### src/pkg/isr_map.vh
// Register map and field positions of the start-reservation controller.
`ifndef ISR_MAP_VH
`define ISR_MAP_VH
`define ISR_OFS_CTRL0 12'h000
`define ISR_OFS_STAT 12'h004
`define ISR_OFS_FLAG 12'h008
`define ISR_OFS_WIDTH 12'h00C
`define ISR_OFS_SHIFT 12'h010
`define ISR_C0_ENABLE 7
`define ISR_C0_RELEASE 6
`define ISR_C0_SPIE 4
`define ISR_C0_START 1
`define ISR_C0_STOP 0
`define ISR_ST_MASTER 7
`define ISR_ST_ARBLOSS 6
`define ISR_ST_ACK 2
`define ISR_ST_STD 1
`define ISR_ST_SPD 0
`define ISR_FL_START_FAILURE_FLAG 7
`define ISR_FL_BUSY 6
`define ISR_FL_START_WITHOUT_STOP_ENABLE 1
`define ISR_FL_RSVDIS 0
`define ISR_WL_LSB 0
`define ISR_WH_LSB 8
`define ISR_WIDTH_RST 8'h10
`define ISR_LAST_BIT 4'h8
`endif

### src/rtl/isr_line_sync.v
// Two-flop synchronisers for the bus lines with start and stop detection.
`timescale 1ns/1ps
module isr_line_sync (
  // Clock and reset
  input wire pclk,
  input wire presetn,
  // Raw bus lines
  input wire scl_in,
  input wire sda_in,
  // Synchronised levels and conditions
  output reg scl_s,
  output reg sda_s,
  output wire start_cond,
  output wire stop_cond
);
  reg scl_m;
  reg sda_m;
  reg sda_d;

  always @(posedge pclk or negedge presetn) begin
    if (!presetn) begin
      scl_m <= 1'b1;
      sda_m <= 1'b1;
      scl_s <= 1'b1;
      sda_s <= 1'b1;
      sda_d <= 1'b1;
    end else begin
      scl_m <= scl_in;
      sda_m <= sda_in;
      scl_s <= scl_m;
      sda_s <= sda_m;
      sda_d <= sda_s;
    end
  end

  // Data may only change while the clock is high for a start or stop.
  assign start_cond = scl_s && sda_d && !sda_s;
  assign stop_cond = scl_s && !sda_d && sda_s;
endmodule

### src/rtl/isr_start_ctrl.v
// Start request, communication reservation and master byte engine with APB registers.
`timescale 1ns/1ps
`include "isr_map.vh"
module isr_start_ctrl #(
  parameter WW = 8
) (
  // APB
  input wire pclk,
  input wire presetn,
  input wire psel,
  input wire penable,
  input wire pwrite,
  input wire [11:0] paddr,
  input wire [31:0] pwdata,
  output reg [31:0] prdata,
  output reg pready,
  output reg pslverr,
  // Bus lines, open drain
  input wire scl_in,
  output reg scl_out,
  output reg scl_oe,
  input wire sda_in,
  output reg sda_out,
  output reg sda_oe,
  // Event to the interrupt controller
  output reg bus_interrupt
);
  localparam S_IDLE = 3'd0;
  localparam S_START = 3'd1;
  localparam S_WAIT = 3'd2;
  localparam S_BITLO = 3'd3;
  localparam S_BITHI = 3'd4;
  localparam S_STOP = 3'd5;

  wire scl_s;
  wire sda_s;
  wire start_cond;
  wire stop_cond;

  isr_line_sync u_sync (
    .pclk(pclk),
    .presetn(presetn),
    .scl_in(scl_in),
    .sda_in(sda_in),
    .scl_s(scl_s),
    .sda_s(sda_s),
    .start_cond(start_cond),
    .stop_cond(stop_cond)
  );

  // --------------------------------------------------------------
  // Register state
  // --------------------------------------------------------------
  reg enable_r, release_r, spie_r, start_req_r, stop_req_r;
  reg start_without_stop_enable_r, rsvdis_r, start_failure_flag_r, busy_r;
  reg master_r, arbloss_r, ack_r, std_r, spd_r;
  reg reserve_r;
  reg [WW-1:0] wl_r;
  reg [WW-1:0] wh_r;
  reg [7:0] shift_r;
  reg [2:0] state_r;
  reg [WW:0] cnt_r;
  reg [3:0] bit_r;
  reg [1:0] ph_r;
  reg enable_d;

  function sel;
    input [11:0] a;
    input [11:0] ofs;
    begin
      sel = (a == ofs);
    end
  endfunction

  wire wr = psel && penable && pwrite && pready;
  wire wr_c0 = wr && sel(paddr, `ISR_OFS_CTRL0);
  wire wr_fl = wr && sel(paddr, `ISR_OFS_FLAG);
  wire wr_wd = wr && sel(paddr, `ISR_OFS_WIDTH);
  wire wr_sh = wr && sel(paddr, `ISR_OFS_SHIFT);
  wire mapped = sel(paddr, `ISR_OFS_CTRL0) || sel(paddr, `ISR_OFS_STAT) ||
                sel(paddr, `ISR_OFS_FLAG) || sel(paddr, `ISR_OFS_WIDTH) ||
                sel(paddr, `ISR_OFS_SHIFT);
  wire en_rise = enable_r && !enable_d;
  wire cnt_done = (cnt_r == {(WW+1){1'b0}});
  wire [WW:0] lo_ld = {1'b0, wl_r};
  wire [WW:0] hi_ld = {1'b0, wh_r};

  // --------------------------------------------------------------
  // APB slave: one wait-free access phase
  // --------------------------------------------------------------
  always @(posedge pclk or negedge presetn) begin
    if (!presetn) begin
      pready <= 1'b0;
      pslverr <= 1'b0;
      prdata <= 32'h00000000;
    end else begin
      pready <= psel && !penable;
      pslverr <= psel && !penable && !mapped;
      prdata <= 32'h00000000;
      if (psel && !penable && !pwrite) begin
        if (sel(paddr, `ISR_OFS_CTRL0)) begin
          prdata[`ISR_C0_ENABLE] <= enable_r;
          prdata[`ISR_C0_RELEASE] <= release_r;
          prdata[`ISR_C0_SPIE] <= spie_r;
          prdata[`ISR_C0_START] <= start_req_r;
          prdata[`ISR_C0_STOP] <= stop_req_r;
        end else if (sel(paddr, `ISR_OFS_STAT)) begin
          prdata[`ISR_ST_MASTER] <= master_r;
          prdata[`ISR_ST_ARBLOSS] <= arbloss_r;
          prdata[`ISR_ST_ACK] <= ack_r;
          prdata[`ISR_ST_STD] <= std_r;
          prdata[`ISR_ST_SPD] <= spd_r;
        end else if (sel(paddr, `ISR_OFS_FLAG)) begin
          prdata[`ISR_FL_START_FAILURE_FLAG] <= start_failure_flag_r;
          prdata[`ISR_FL_BUSY] <= busy_r;
          prdata[`ISR_FL_START_WITHOUT_STOP_ENABLE] <= start_without_stop_enable_r;
          prdata[`ISR_FL_RSVDIS] <= rsvdis_r;
        end else if (sel(paddr, `ISR_OFS_WIDTH)) begin
          prdata[`ISR_WL_LSB +: WW] <= wl_r;
          prdata[`ISR_WH_LSB +: WW] <= wh_r;
        end else if (sel(paddr, `ISR_OFS_SHIFT)) begin
          prdata[7:0] <= shift_r;
        end
      end
    end
  end

  // --------------------------------------------------------------
  // Configuration registers
  // --------------------------------------------------------------
  always @(posedge pclk or negedge presetn) begin
    if (!presetn) begin
      enable_r <= 1'b0;
      spie_r <= 1'b0;
      start_without_stop_enable_r <= 1'b0;
      rsvdis_r <= 1'b0;
      wl_r <= `ISR_WIDTH_RST;
      wh_r <= `ISR_WIDTH_RST;
      enable_d <= 1'b0;
    end else begin
      enable_d <= enable_r;
      if (wr_c0) begin
        enable_r <= pwdata[`ISR_C0_ENABLE];
        spie_r <= pwdata[`ISR_C0_SPIE];
      end
      if (wr_fl) begin
        start_without_stop_enable_r <= pwdata[`ISR_FL_START_WITHOUT_STOP_ENABLE];
        rsvdis_r <= pwdata[`ISR_FL_RSVDIS];
      end
      if (wr_wd) begin
        wl_r <= pwdata[`ISR_WL_LSB +: WW];
        wh_r <= pwdata[`ISR_WH_LSB +: WW];
      end
    end
  end

  // --------------------------------------------------------------
  // Bus state, reservation and master engine
  // --------------------------------------------------------------
  always @(posedge pclk or negedge presetn) begin
    if (!presetn) begin
      release_r <= 1'b0;
      start_req_r <= 1'b0;
      stop_req_r <= 1'b0;
      start_failure_flag_r <= 1'b0;
      busy_r <= 1'b0;
      master_r <= 1'b0;
      arbloss_r <= 1'b0;
      ack_r <= 1'b0;
      std_r <= 1'b0;
      spd_r <= 1'b0;
      reserve_r <= 1'b0;
      shift_r <= 8'h00;
      state_r <= S_IDLE;
      cnt_r <= {(WW+1){1'b0}};
      bit_r <= 4'h0;
      ph_r <= 2'b00;
      scl_out <= 1'b0;
      sda_out <= 1'b0;
      scl_oe <= 1'b0;
      sda_oe <= 1'b0;
      bus_interrupt <= 1'b0;
    end else if (!enable_r) begin
      // A disabled controller lets go of both lines and forgets all requests.
      release_r <= 1'b0;
      start_req_r <= 1'b0;
      stop_req_r <= 1'b0;
      reserve_r <= 1'b0;
      master_r <= 1'b0;
      std_r <= 1'b0;
      spd_r <= 1'b0;
      busy_r <= 1'b0;
      state_r <= S_IDLE;
      scl_oe <= 1'b0;
      sda_oe <= 1'b0;
      bus_interrupt <= 1'b0;
      if (wr_sh)
        shift_r <= pwdata[7:0];
    end else begin
      bus_interrupt <= 1'b0;
      if (!cnt_done)
        cnt_r <= cnt_r - {{WW{1'b0}}, 1'b1};
      if (wr_c0) begin
        if (pwdata[`ISR_C0_START])
          start_req_r <= 1'b1;
        if (pwdata[`ISR_C0_STOP])
          stop_req_r <= 1'b1;
        if (pwdata[`ISR_C0_RELEASE])
          release_r <= 1'b1;
      end

      // Bus-level conditions seen on the lines.
      if (en_rise) begin
        busy_r <= !start_without_stop_enable_r;
        if (!sda_s && scl_s) begin
          std_r <= 1'b1;
          busy_r <= 1'b1;
        end
      end else if (start_cond) begin
        std_r <= 1'b1;
        spd_r <= 1'b0;
        busy_r <= 1'b1;
      end else if (stop_cond) begin
        spd_r <= 1'b1;
        std_r <= 1'b0;
        busy_r <= 1'b0;
        if (spie_r)
          bus_interrupt <= 1'b1;
      end

      // A release request has no other effect; the bit clears itself on the next clock.
      if (release_r) begin
        release_r <= 1'b0;
      end

      // Start request decision, taken one clock after the write.
      if (start_req_r && state_r == S_IDLE && !reserve_r) begin
        start_req_r <= 1'b0;
        if (!busy_r) begin
          state_r <= S_START;
          cnt_r <= hi_ld;
          sda_oe <= 1'b1;
          sda_out <= 1'b0;
          master_r <= 1'b1;
          start_failure_flag_r <= 1'b0;
        end else if (rsvdis_r) begin
          start_failure_flag_r <= 1'b1;
        end else if (std_r && !spd_r) begin
          reserve_r <= 1'b1;
          start_failure_flag_r <= 1'b0;
        end else begin
          start_failure_flag_r <= 1'b1;
        end
      end else if (start_req_r && state_r != S_IDLE) begin
        start_req_r <= 1'b0;
      end

      // A pending reservation drives nothing until the stop is seen.
      if (reserve_r && stop_cond && state_r == S_IDLE) begin
        reserve_r <= 1'b0;
        state_r <= S_START;
        cnt_r <= hi_ld;
        sda_oe <= 1'b1;
        sda_out <= 1'b0;
        master_r <= 1'b1;
      end

      // Address or data written while a reservation waits is discarded.
      if (wr_sh && !reserve_r) begin
        shift_r <= pwdata[7:0];
        if (state_r == S_WAIT && master_r) begin
          state_r <= S_BITLO;
          bit_r <= 4'h0;
          cnt_r <= lo_ld;
        end
      end

      case (state_r)
        S_IDLE: begin
          if (stop_req_r && !reserve_r) begin
            stop_req_r <= 1'b0;
            state_r <= S_STOP;
            ph_r <= 2'b00;
            cnt_r <= lo_ld;
            scl_oe <= 1'b1;
            scl_out <= 1'b0;
            sda_oe <= 1'b1;
            sda_out <= 1'b0;
          end
        end
        S_START: begin
          if (cnt_done) begin
            state_r <= S_WAIT;
            scl_oe <= 1'b1;
            scl_out <= 1'b0;
          end
        end
        S_WAIT: begin
          if (stop_req_r) begin
            stop_req_r <= 1'b0;
            state_r <= S_STOP;
            ph_r <= 2'b00;
            cnt_r <= lo_ld;
            sda_oe <= 1'b1;
            sda_out <= 1'b0;
          end
        end
        S_BITLO: begin
          // The ninth bit is the acknowledge slot, so data is released there.
          sda_out <= 1'b0;
          sda_oe <= (bit_r == `ISR_LAST_BIT) ? 1'b0 : !shift_r[7];
          if (cnt_done) begin
            state_r <= S_BITHI;
            scl_oe <= 1'b0;
            cnt_r <= hi_ld;
          end
        end
        S_BITHI: begin
          // Count the high time only once the line is really high.
          if (!scl_s)
            cnt_r <= hi_ld;
          if (scl_s && !sda_oe && !sda_s && bit_r != `ISR_LAST_BIT) begin
            arbloss_r <= 1'b1;
            master_r <= 1'b0;
            state_r <= S_IDLE;
            scl_oe <= 1'b0;
            sda_oe <= 1'b0;
            bus_interrupt <= 1'b1;
          end else if (scl_s && cnt_done) begin
            scl_oe <= 1'b1;
            scl_out <= 1'b0;
            if (bit_r == `ISR_LAST_BIT) begin
              ack_r <= !sda_s;
              state_r <= S_WAIT;
              bus_interrupt <= 1'b1;
            end else begin
              shift_r <= {shift_r[6:0], sda_s};
              bit_r <= bit_r + 4'h1;
              state_r <= S_BITLO;
              cnt_r <= lo_ld;
            end
          end
        end
        S_STOP: begin
          if (cnt_done) begin
            case (ph_r)
              2'b00: begin
                scl_oe <= 1'b0;
                cnt_r <= hi_ld;
                ph_r <= 2'b01;
              end
              2'b01: begin
                if (scl_s) begin
                  sda_oe <= 1'b0;
                  cnt_r <= hi_ld;
                  ph_r <= 2'b10;
                end
              end
              default: begin
                master_r <= 1'b0;
                state_r <= S_IDLE;
              end
            endcase
          end
        end
        default: begin
          state_r <= S_IDLE;
        end
      endcase

      // Software clears the sticky arbitration flag by writing the status word.
      if (wr && sel(paddr, `ISR_OFS_STAT) && !(state_r == S_BITHI && scl_s && !sda_s))
        arbloss_r <= arbloss_r & pwdata[`ISR_ST_ARBLOSS];
    end
  end
endmodule

### config.mk
export PLATFORM = sky130hd
export DESIGN_NAME = isr_start_ctrl
export DESIGN_NICKNAME = d
export VERILOG_FILES = /design/src/rtl/isr_line_sync.v /design/src/rtl/isr_start_ctrl.v
export VERILOG_INCLUDE_DIRS = /design/src /design/src/pkg
export SDC_FILE = /design/constraint.sdc
export NUM_CORES = 1
export LEC_CHECK = 0
export BUFFER_PORTS_ARGS = -buffer_cell sky130_fd_sc_hd__buf_4
export CAP_MARGIN = 20
export CORE_UTILIZATION = 35
export CTS_BUF_LIST = sky130_fd_sc_hd__clkbuf_8 sky130_fd_sc_hd__clkbuf_16
export DETAILED_ROUTE_END_ITERATION = 10
export GPL_TIMING_DRIVEN = 1
export PLACE_DENSITY = 0.61
export SETUP_SLACK_MARGIN = 0.1
export SYNTH_ARGS = -nofsm -noshare
export SYNTH_HDL_FRONTEND = slang
export SYNTH_SLANG_ARGS = --single-unit
### constraint.sdc
create_clock -name pclk -period 4.45 [get_ports pclk]
set_input_delay 1.1125 -clock pclk [delete_from_list [all_inputs] [get_ports pclk]]
set_output_delay 1.1125 -clock pclk [all_outputs]
set_load 0.05 [all_outputs]
==> flow_summary.ini, run 1 <==
[outcome]
outcome = finished clean

[floorplanning]
die_h_um = 124
initial_core_util_pct = 35.8
die_w_um = 124
die_area_mm2 = 0.0153
num_io_pins = 90
core.rowCount = 44
core_mm2 = 0.0145

[finish]
layout_commonest_cell = dfrtp_1
n_antenna_cell = 0
multiInputGateArea_mm2 = 0.00275
final_cell_mix = 78 x dfrtp_1, 60 x buf_4, 47 x nand2_1
register_area_mm2 = 0.00214
nNetsFinal = 658
fillers = 1454
drive_gt1_share_pct = 19.9
fin_area_mm2 = 0.00594
syn2layout_area_growth_pct = 14.2

[placement]
post_dp_cell_area_mm2 = 0.00563
hpwl_um = 10200
port_buffers = 56
gp_congestion = 0.880

[timing]
tightestPinTransition_ns = 0.869
fin_tns_setup_ns = 0
period_minus_slack_ns = 3.24
min_period_over_period_pct = 72.8
maxSlewHeadroom_pct = 42.1
rsz0062_at_grt = no
max_freq_ghz = 0.309
skew_ns = 0.00784
finalSetupViolCount = 0
hold_violations = 0
maxSlewViolCount = 0

[worst_setup_path]
crit_fanout = 11
path_cells = buf_4 -> nor4_2 -> and4_1 -> nor3b_2 -> a21oi_1 -> a2111oi_0 -> or3_1
setup.worst_path.class = input port to flop
r2r_slack_ns = 1.59
cp_num_buf_inv = 1
end_kind = flop
cp.required_ns = 4.74
worstPathArrival_ns = 3.53
critPathSlowestCell = nor3b_2
worstSetupStartpointType = input port
critPathTopFamily = simple AND/OR/NAND/NOR gates
worst_path_largest_cell_delay_ns = 0.67

[clocking]
cts-resized-gates = 0
path_clk_slew_ns = 0.07
htree_levels = 3
clkSinkCount = 85
postCtsHoldBufs = 0
postCtsSetupRepairBufs = 0
clk_latency_ns = 0.35
cts_root_buffer = clkbuf_16
cts_tree = built
cts_buffer_depth = 2
numCtsBuffers = 9

[global_routing]
grt_antenna_before_repair = 0
grt_start_max_net_pins = 86
grt_usage_pct = 20.3
grt_pass1_wl_um = 23700
overflow = 0
grt_pass1_vias = 4311

[power_and_ir_drop]
peakVddDrop_mv = 0.191
cellPowerDensity_mw_per_mm2 = 421
p_leak_nw = 2.61

[routing]
vias = 4715
drtIter0Drc = 385
wl_met2_um = 6990
wl_um = 14900
m1WireLength_um = 6550
top_layer = met4
drc = 0
vias_per_cell = 5.95
wl_per_cell_um = 18.8
met3_length_um = 1050
drt_first_pass_iters = 5
ant_nets = 0

[synth]
ys.flop_type = dfrtp_1
yosysWarningCount = 0
yosysTopAreaCellShare_pct = 37.5
avgSynthCellArea_um2 = 9.14
synthTopCellsByArea = dfrtp_1 38%, mux2_2 4.3%, o21ai_0 3.8%, a21oi_1 3.7%, dfstp_2 3.5%
synth.cell_area_mm2 = 0.00520
ys_ff_latch = 85
synth_seq_area_share_pct = 41.1
yosysTopAreaCell = dfrtp_1
async_flop_share_pct = 100
netlist-cell-type-count = 76
synthCells = 569
synth_edf_count = 0

[run]
maxCapViolCount = 0

[worst_hold_path]
hold_class = flop to flop
## routing by layer
| metal | track usage, % | vias to the layer above |
|---|---|---|
| li1 | - | 2132 |
| met1 | 28.5 | 2358 |
| met2 | 31.4 | 200 |
| met3 | 4.35 | 25 |
| met4 | 5.80 | 0 |
| met5 | 0 | - |
## cell usage after synthesis, drive strengths merged, types with 7 or more instances
cell,number
a221oi,10
dfrtp,78
a22o,7
a21o,10
clkbuf,25
nand2,47
dfstp,7
buf,29
nor2,36
nor4,7
a31oi,12
nand2b,13
nand3,19
a21oi,39
mux2,20
o211ai,13
mux2i,18
inv,17
nor3,17
o21ai,43
## final timing paths
check / startpoint / endpoint / depth (start not counted)
worst max-delay path: paddr[9] / cnt_r[1] / 7
worst min register to register: u_sync.scl_m / u_sync.scl_s / 0
min in group asynchronous: presetn / pslverr / 1
worst min-delay path: u_sync.scl_m / u_sync.scl_s / 0
max in group asynchronous: presetn / u_sync.scl_m / 2
worst max register to register: state_r[0] / cnt_r[1] / 6
## registers in the layout (all words and copies together), names as in the netlist, 2 cells and up
signal,flops
bit_r,4
cnt_r,9
ph_r,2
prdata,16
shift_r,8
state_r,3
wh_r,8
wl_r,8
## logic make-up after synthesis
group | synth area share (%)
AND/OR/NAND/NOR | 20.1
AO/OA/AOI/OAI | 22.7
flip-flops | 41.1
buffers and inverters | 7.10
multiplexers | 7.80
adder cells (fa/ha/maj) | 0.963
other | 0.0721
XOR/XNOR | 0.169
## cell type report
| cell class | count | area share, % |
|---|---|---|
| Timing Repair Buffer | 61 | 8.05 |
| Multi-Input combinational cell | 429 | 46.4 |
| Sequential cell | 85 | 36.0 |
| Clock inverter | 6 | 0.653 |
| Inverter | 17 | 1.07 |
| Clock buffer | 10 | 4.02 |
| Tap cell | 184 | 3.88 |
## report_power, final
part,internal [W],switching (W)
combinational,0.000325,0.000459
clock,0.000393,0.000330
sequential,0.000842,0.000151
## through the flow
stage          hold WS (ns)  instances  total power [W]  utilization, %  setup slack, ns
6_report              0.357        792          0.00250            40.9             1.21
5_1_grt               0.362        792          0.00264            40.9             1.14
4_1_cts               0.358        791          0.00250            40.7             1.28
3_5_place_dp          0.348        775          0.00177            38.8            0.914
3_3_place_gp          0.346        775          0.00176            38.8            0.979
2_1_floorplan         0.345        585          0.00159               -             1.72
No activity file was read; power rests on OpenSTA's default activity.
==> run 2: changes to the inputs <==
==> constraint.sdc (replaced) <==
create_clock -name pclk -period 3.2 [get_ports pclk]
set_input_delay 0.8 -clock pclk [delete_from_list [all_inputs] [get_ports pclk]]
set_output_delay 0.8 -clock pclk [all_outputs]
set_load 0.05 [all_outputs]
==> run 2 against run 1 <==
Net effect:
- die area unchanged
- core utilization rose by 0.87 points
- clock skew up 0.0019 ns
- flip-flop and latch count is the same
- register-to-register slack worse by 1.1 ns
- final area rose by 2.1%
- critical path depth rose by 1
- largest power group unchanged
==> flow_summary.ini, run 2 (same netlist as run 1, synthesis figures left out) <==
[clocking]
clkSinkCount = 85
path_clk_slew_ns = 0.07
htree_levels = 3
cts_root_buffer = clkbuf_16
numCtsBuffers = 9
cts_tree = built
clk_latency_ns = 0.35
cts_buffer_depth = 2
postCtsSetupRepairBufs = 0
cts-resized-gates = 0
postCtsHoldBufs = 0

[worst_setup_path]
path_cells = inv_1 -> ha_1 -> or4b_1 -> o41ai_2 -> and3_1 -> nand3_1 -> o211ai_1 -> a22oi_1
end_kind = flop
setup.worst_path.class = flop to flop
crit_fanout = 8
rr_endpoint = cnt_r[0]
worstPathArrival_ns = 2.90
critPathSlowestCell = or4b_1
cp.required_ns = 3.41
regToRegStartpoint = cnt_r[0]
worst_path_largest_cell_delay_ns = 0.62
worstSetupStartpointType = flop
cp_num_buf_inv = 1
r2r_cells = 8
r2r_slack_ns = 0.51
critPathTopFamily = simple AND/OR/NAND/NOR gates

[run]
maxCapViolCount = 0

[finish]
layout_commonest_cell = dfrtp_1
regMostFlops = prdata
fillers = 1465
n_antenna_cell = 0
syn2layout_area_growth_pct = 16.7
drive_gt1_share_pct = 21.5
fin_util_pct = 41.7
final_cell_mix = 78 x dfrtp_1, 72 x buf_4, 47 x nand2_1
largestRegisters = prdata: 16 flops, cnt_r: 9 flops
fin_area_mm2 = 0.00607
largest_reg_flops = 16
nNetsFinal = 670

[floorplanning]
die_area_mm2 = 0.0153
die_h_um = 124
initial_core_util_pct = 35.8
die_w_um = 124
num_io_pins = 90
core.rowCount = 44
core_mm2 = 0.0145

[timing]
fin_tns_setup_ns = 0
period_minus_slack_ns = 2.69
setup_ws_ns = 0.513
hold_violations = 0
min_period_over_period_pct = 84.0
finalSetupViolCount = 0
tightestPinTransition_ns = 0.798
timing.hold.ws_ns = 0.357
rsz0062_at_grt = no
skew_ns = 0.00971
maxSlewViolCount = 0
max_freq_ghz = 0.372
maxSlewHeadroom_pct = 46.4

[global_routing]
grt_usage_pct = 21.3
use_met3_pct = 3.11
grt_pass1_wl_um = 24700
grt_start_max_net_pins = 86
overflow = 0
grt_antenna_before_repair = 0
met2_usage_pct = 33.9
grt_pass1_vias = 4660
use_met1_pct = 28.5
busiest_layer = met2

[power_and_ir_drop]
peakVddDrop_mv = 0.254
cellPowerDensity_mw_per_mm2 = 608
p_leak_nw = 2.69

[routing]
drtIter0Drc = 402
vias_per_cell = 5.87
drc = 0
drt_first_pass_iters = 6
vias = 4717
ant_nets = 0
wl_um = 15400
wl_per_cell_um = 19.1

[worst_hold_path]
min_path_cells = 0
hold_class = flop to flop
hp-start = u_sync.sda_m
hold_end = u_sync.sda_s

[placement]
hpwl_um = 10800
port_buffers = 56
gp_congestion = 0.877
pre_cts_slack_ns = 0.548
post_dp_cell_area_mm2 = 0.00574

[outcome]
outcome = finished clean
## run 2: how the worst max path moves through the flow
| stage | to | startpoint | depth (start not counted) | slack [ns] |
|---|---|---|---|---|
| finish | cnt_r[0] | cnt_r[0] | 8 | 0.51 |
| global route | shift_r[4] | cnt_r[0] | 8 | 0.39 |
| CTS | shift_r[5] | cnt_r[0] | 8 | 0.58 |
| detailed placement | cnt_r[0] | paddr[9] | 7 | 0.55 |
| global placement | cnt_r[1] | paddr[9] | 8 | 0.59 |
| floorplan | cnt_r[0] | paddr[9] | 7 | 0.78 |
## run 2: routing by layer
metal	routed length [um]	vias up
met4	402	0
met3	750	27
li1	-	2160
met2	7230	162
met1	6980	2368
met5	0	-
## run 2: report_power, final
part | switching [W] | internal (W)
Sequential | 0.000180 | 0.00117
Combinational | 0.000697 | 0.000475
Clock | 0.000456 | 0.000705
## run 2: metrics by stage
step | instances | total power (W)
finish | 803 | 0.00369
global route | 803 | 0.00387
CTS | 803 | 0.00368
detailed placement | 788 | 0.00251
global placement | 788 | 0.00248
floorplan | 585 | 0.00221
## run 2: layout make-up
class	count	area [um2]	area share (%)
repair buffers	73	561	9.24
clock inverters	5	82.6	1.36
multi-input cells	429	2750	45.4
clock buffers	10	239	3.94
flip-flops and latches	85	2140	35.2
inverters	17	63.8	1.05
well taps	184	230	3.80
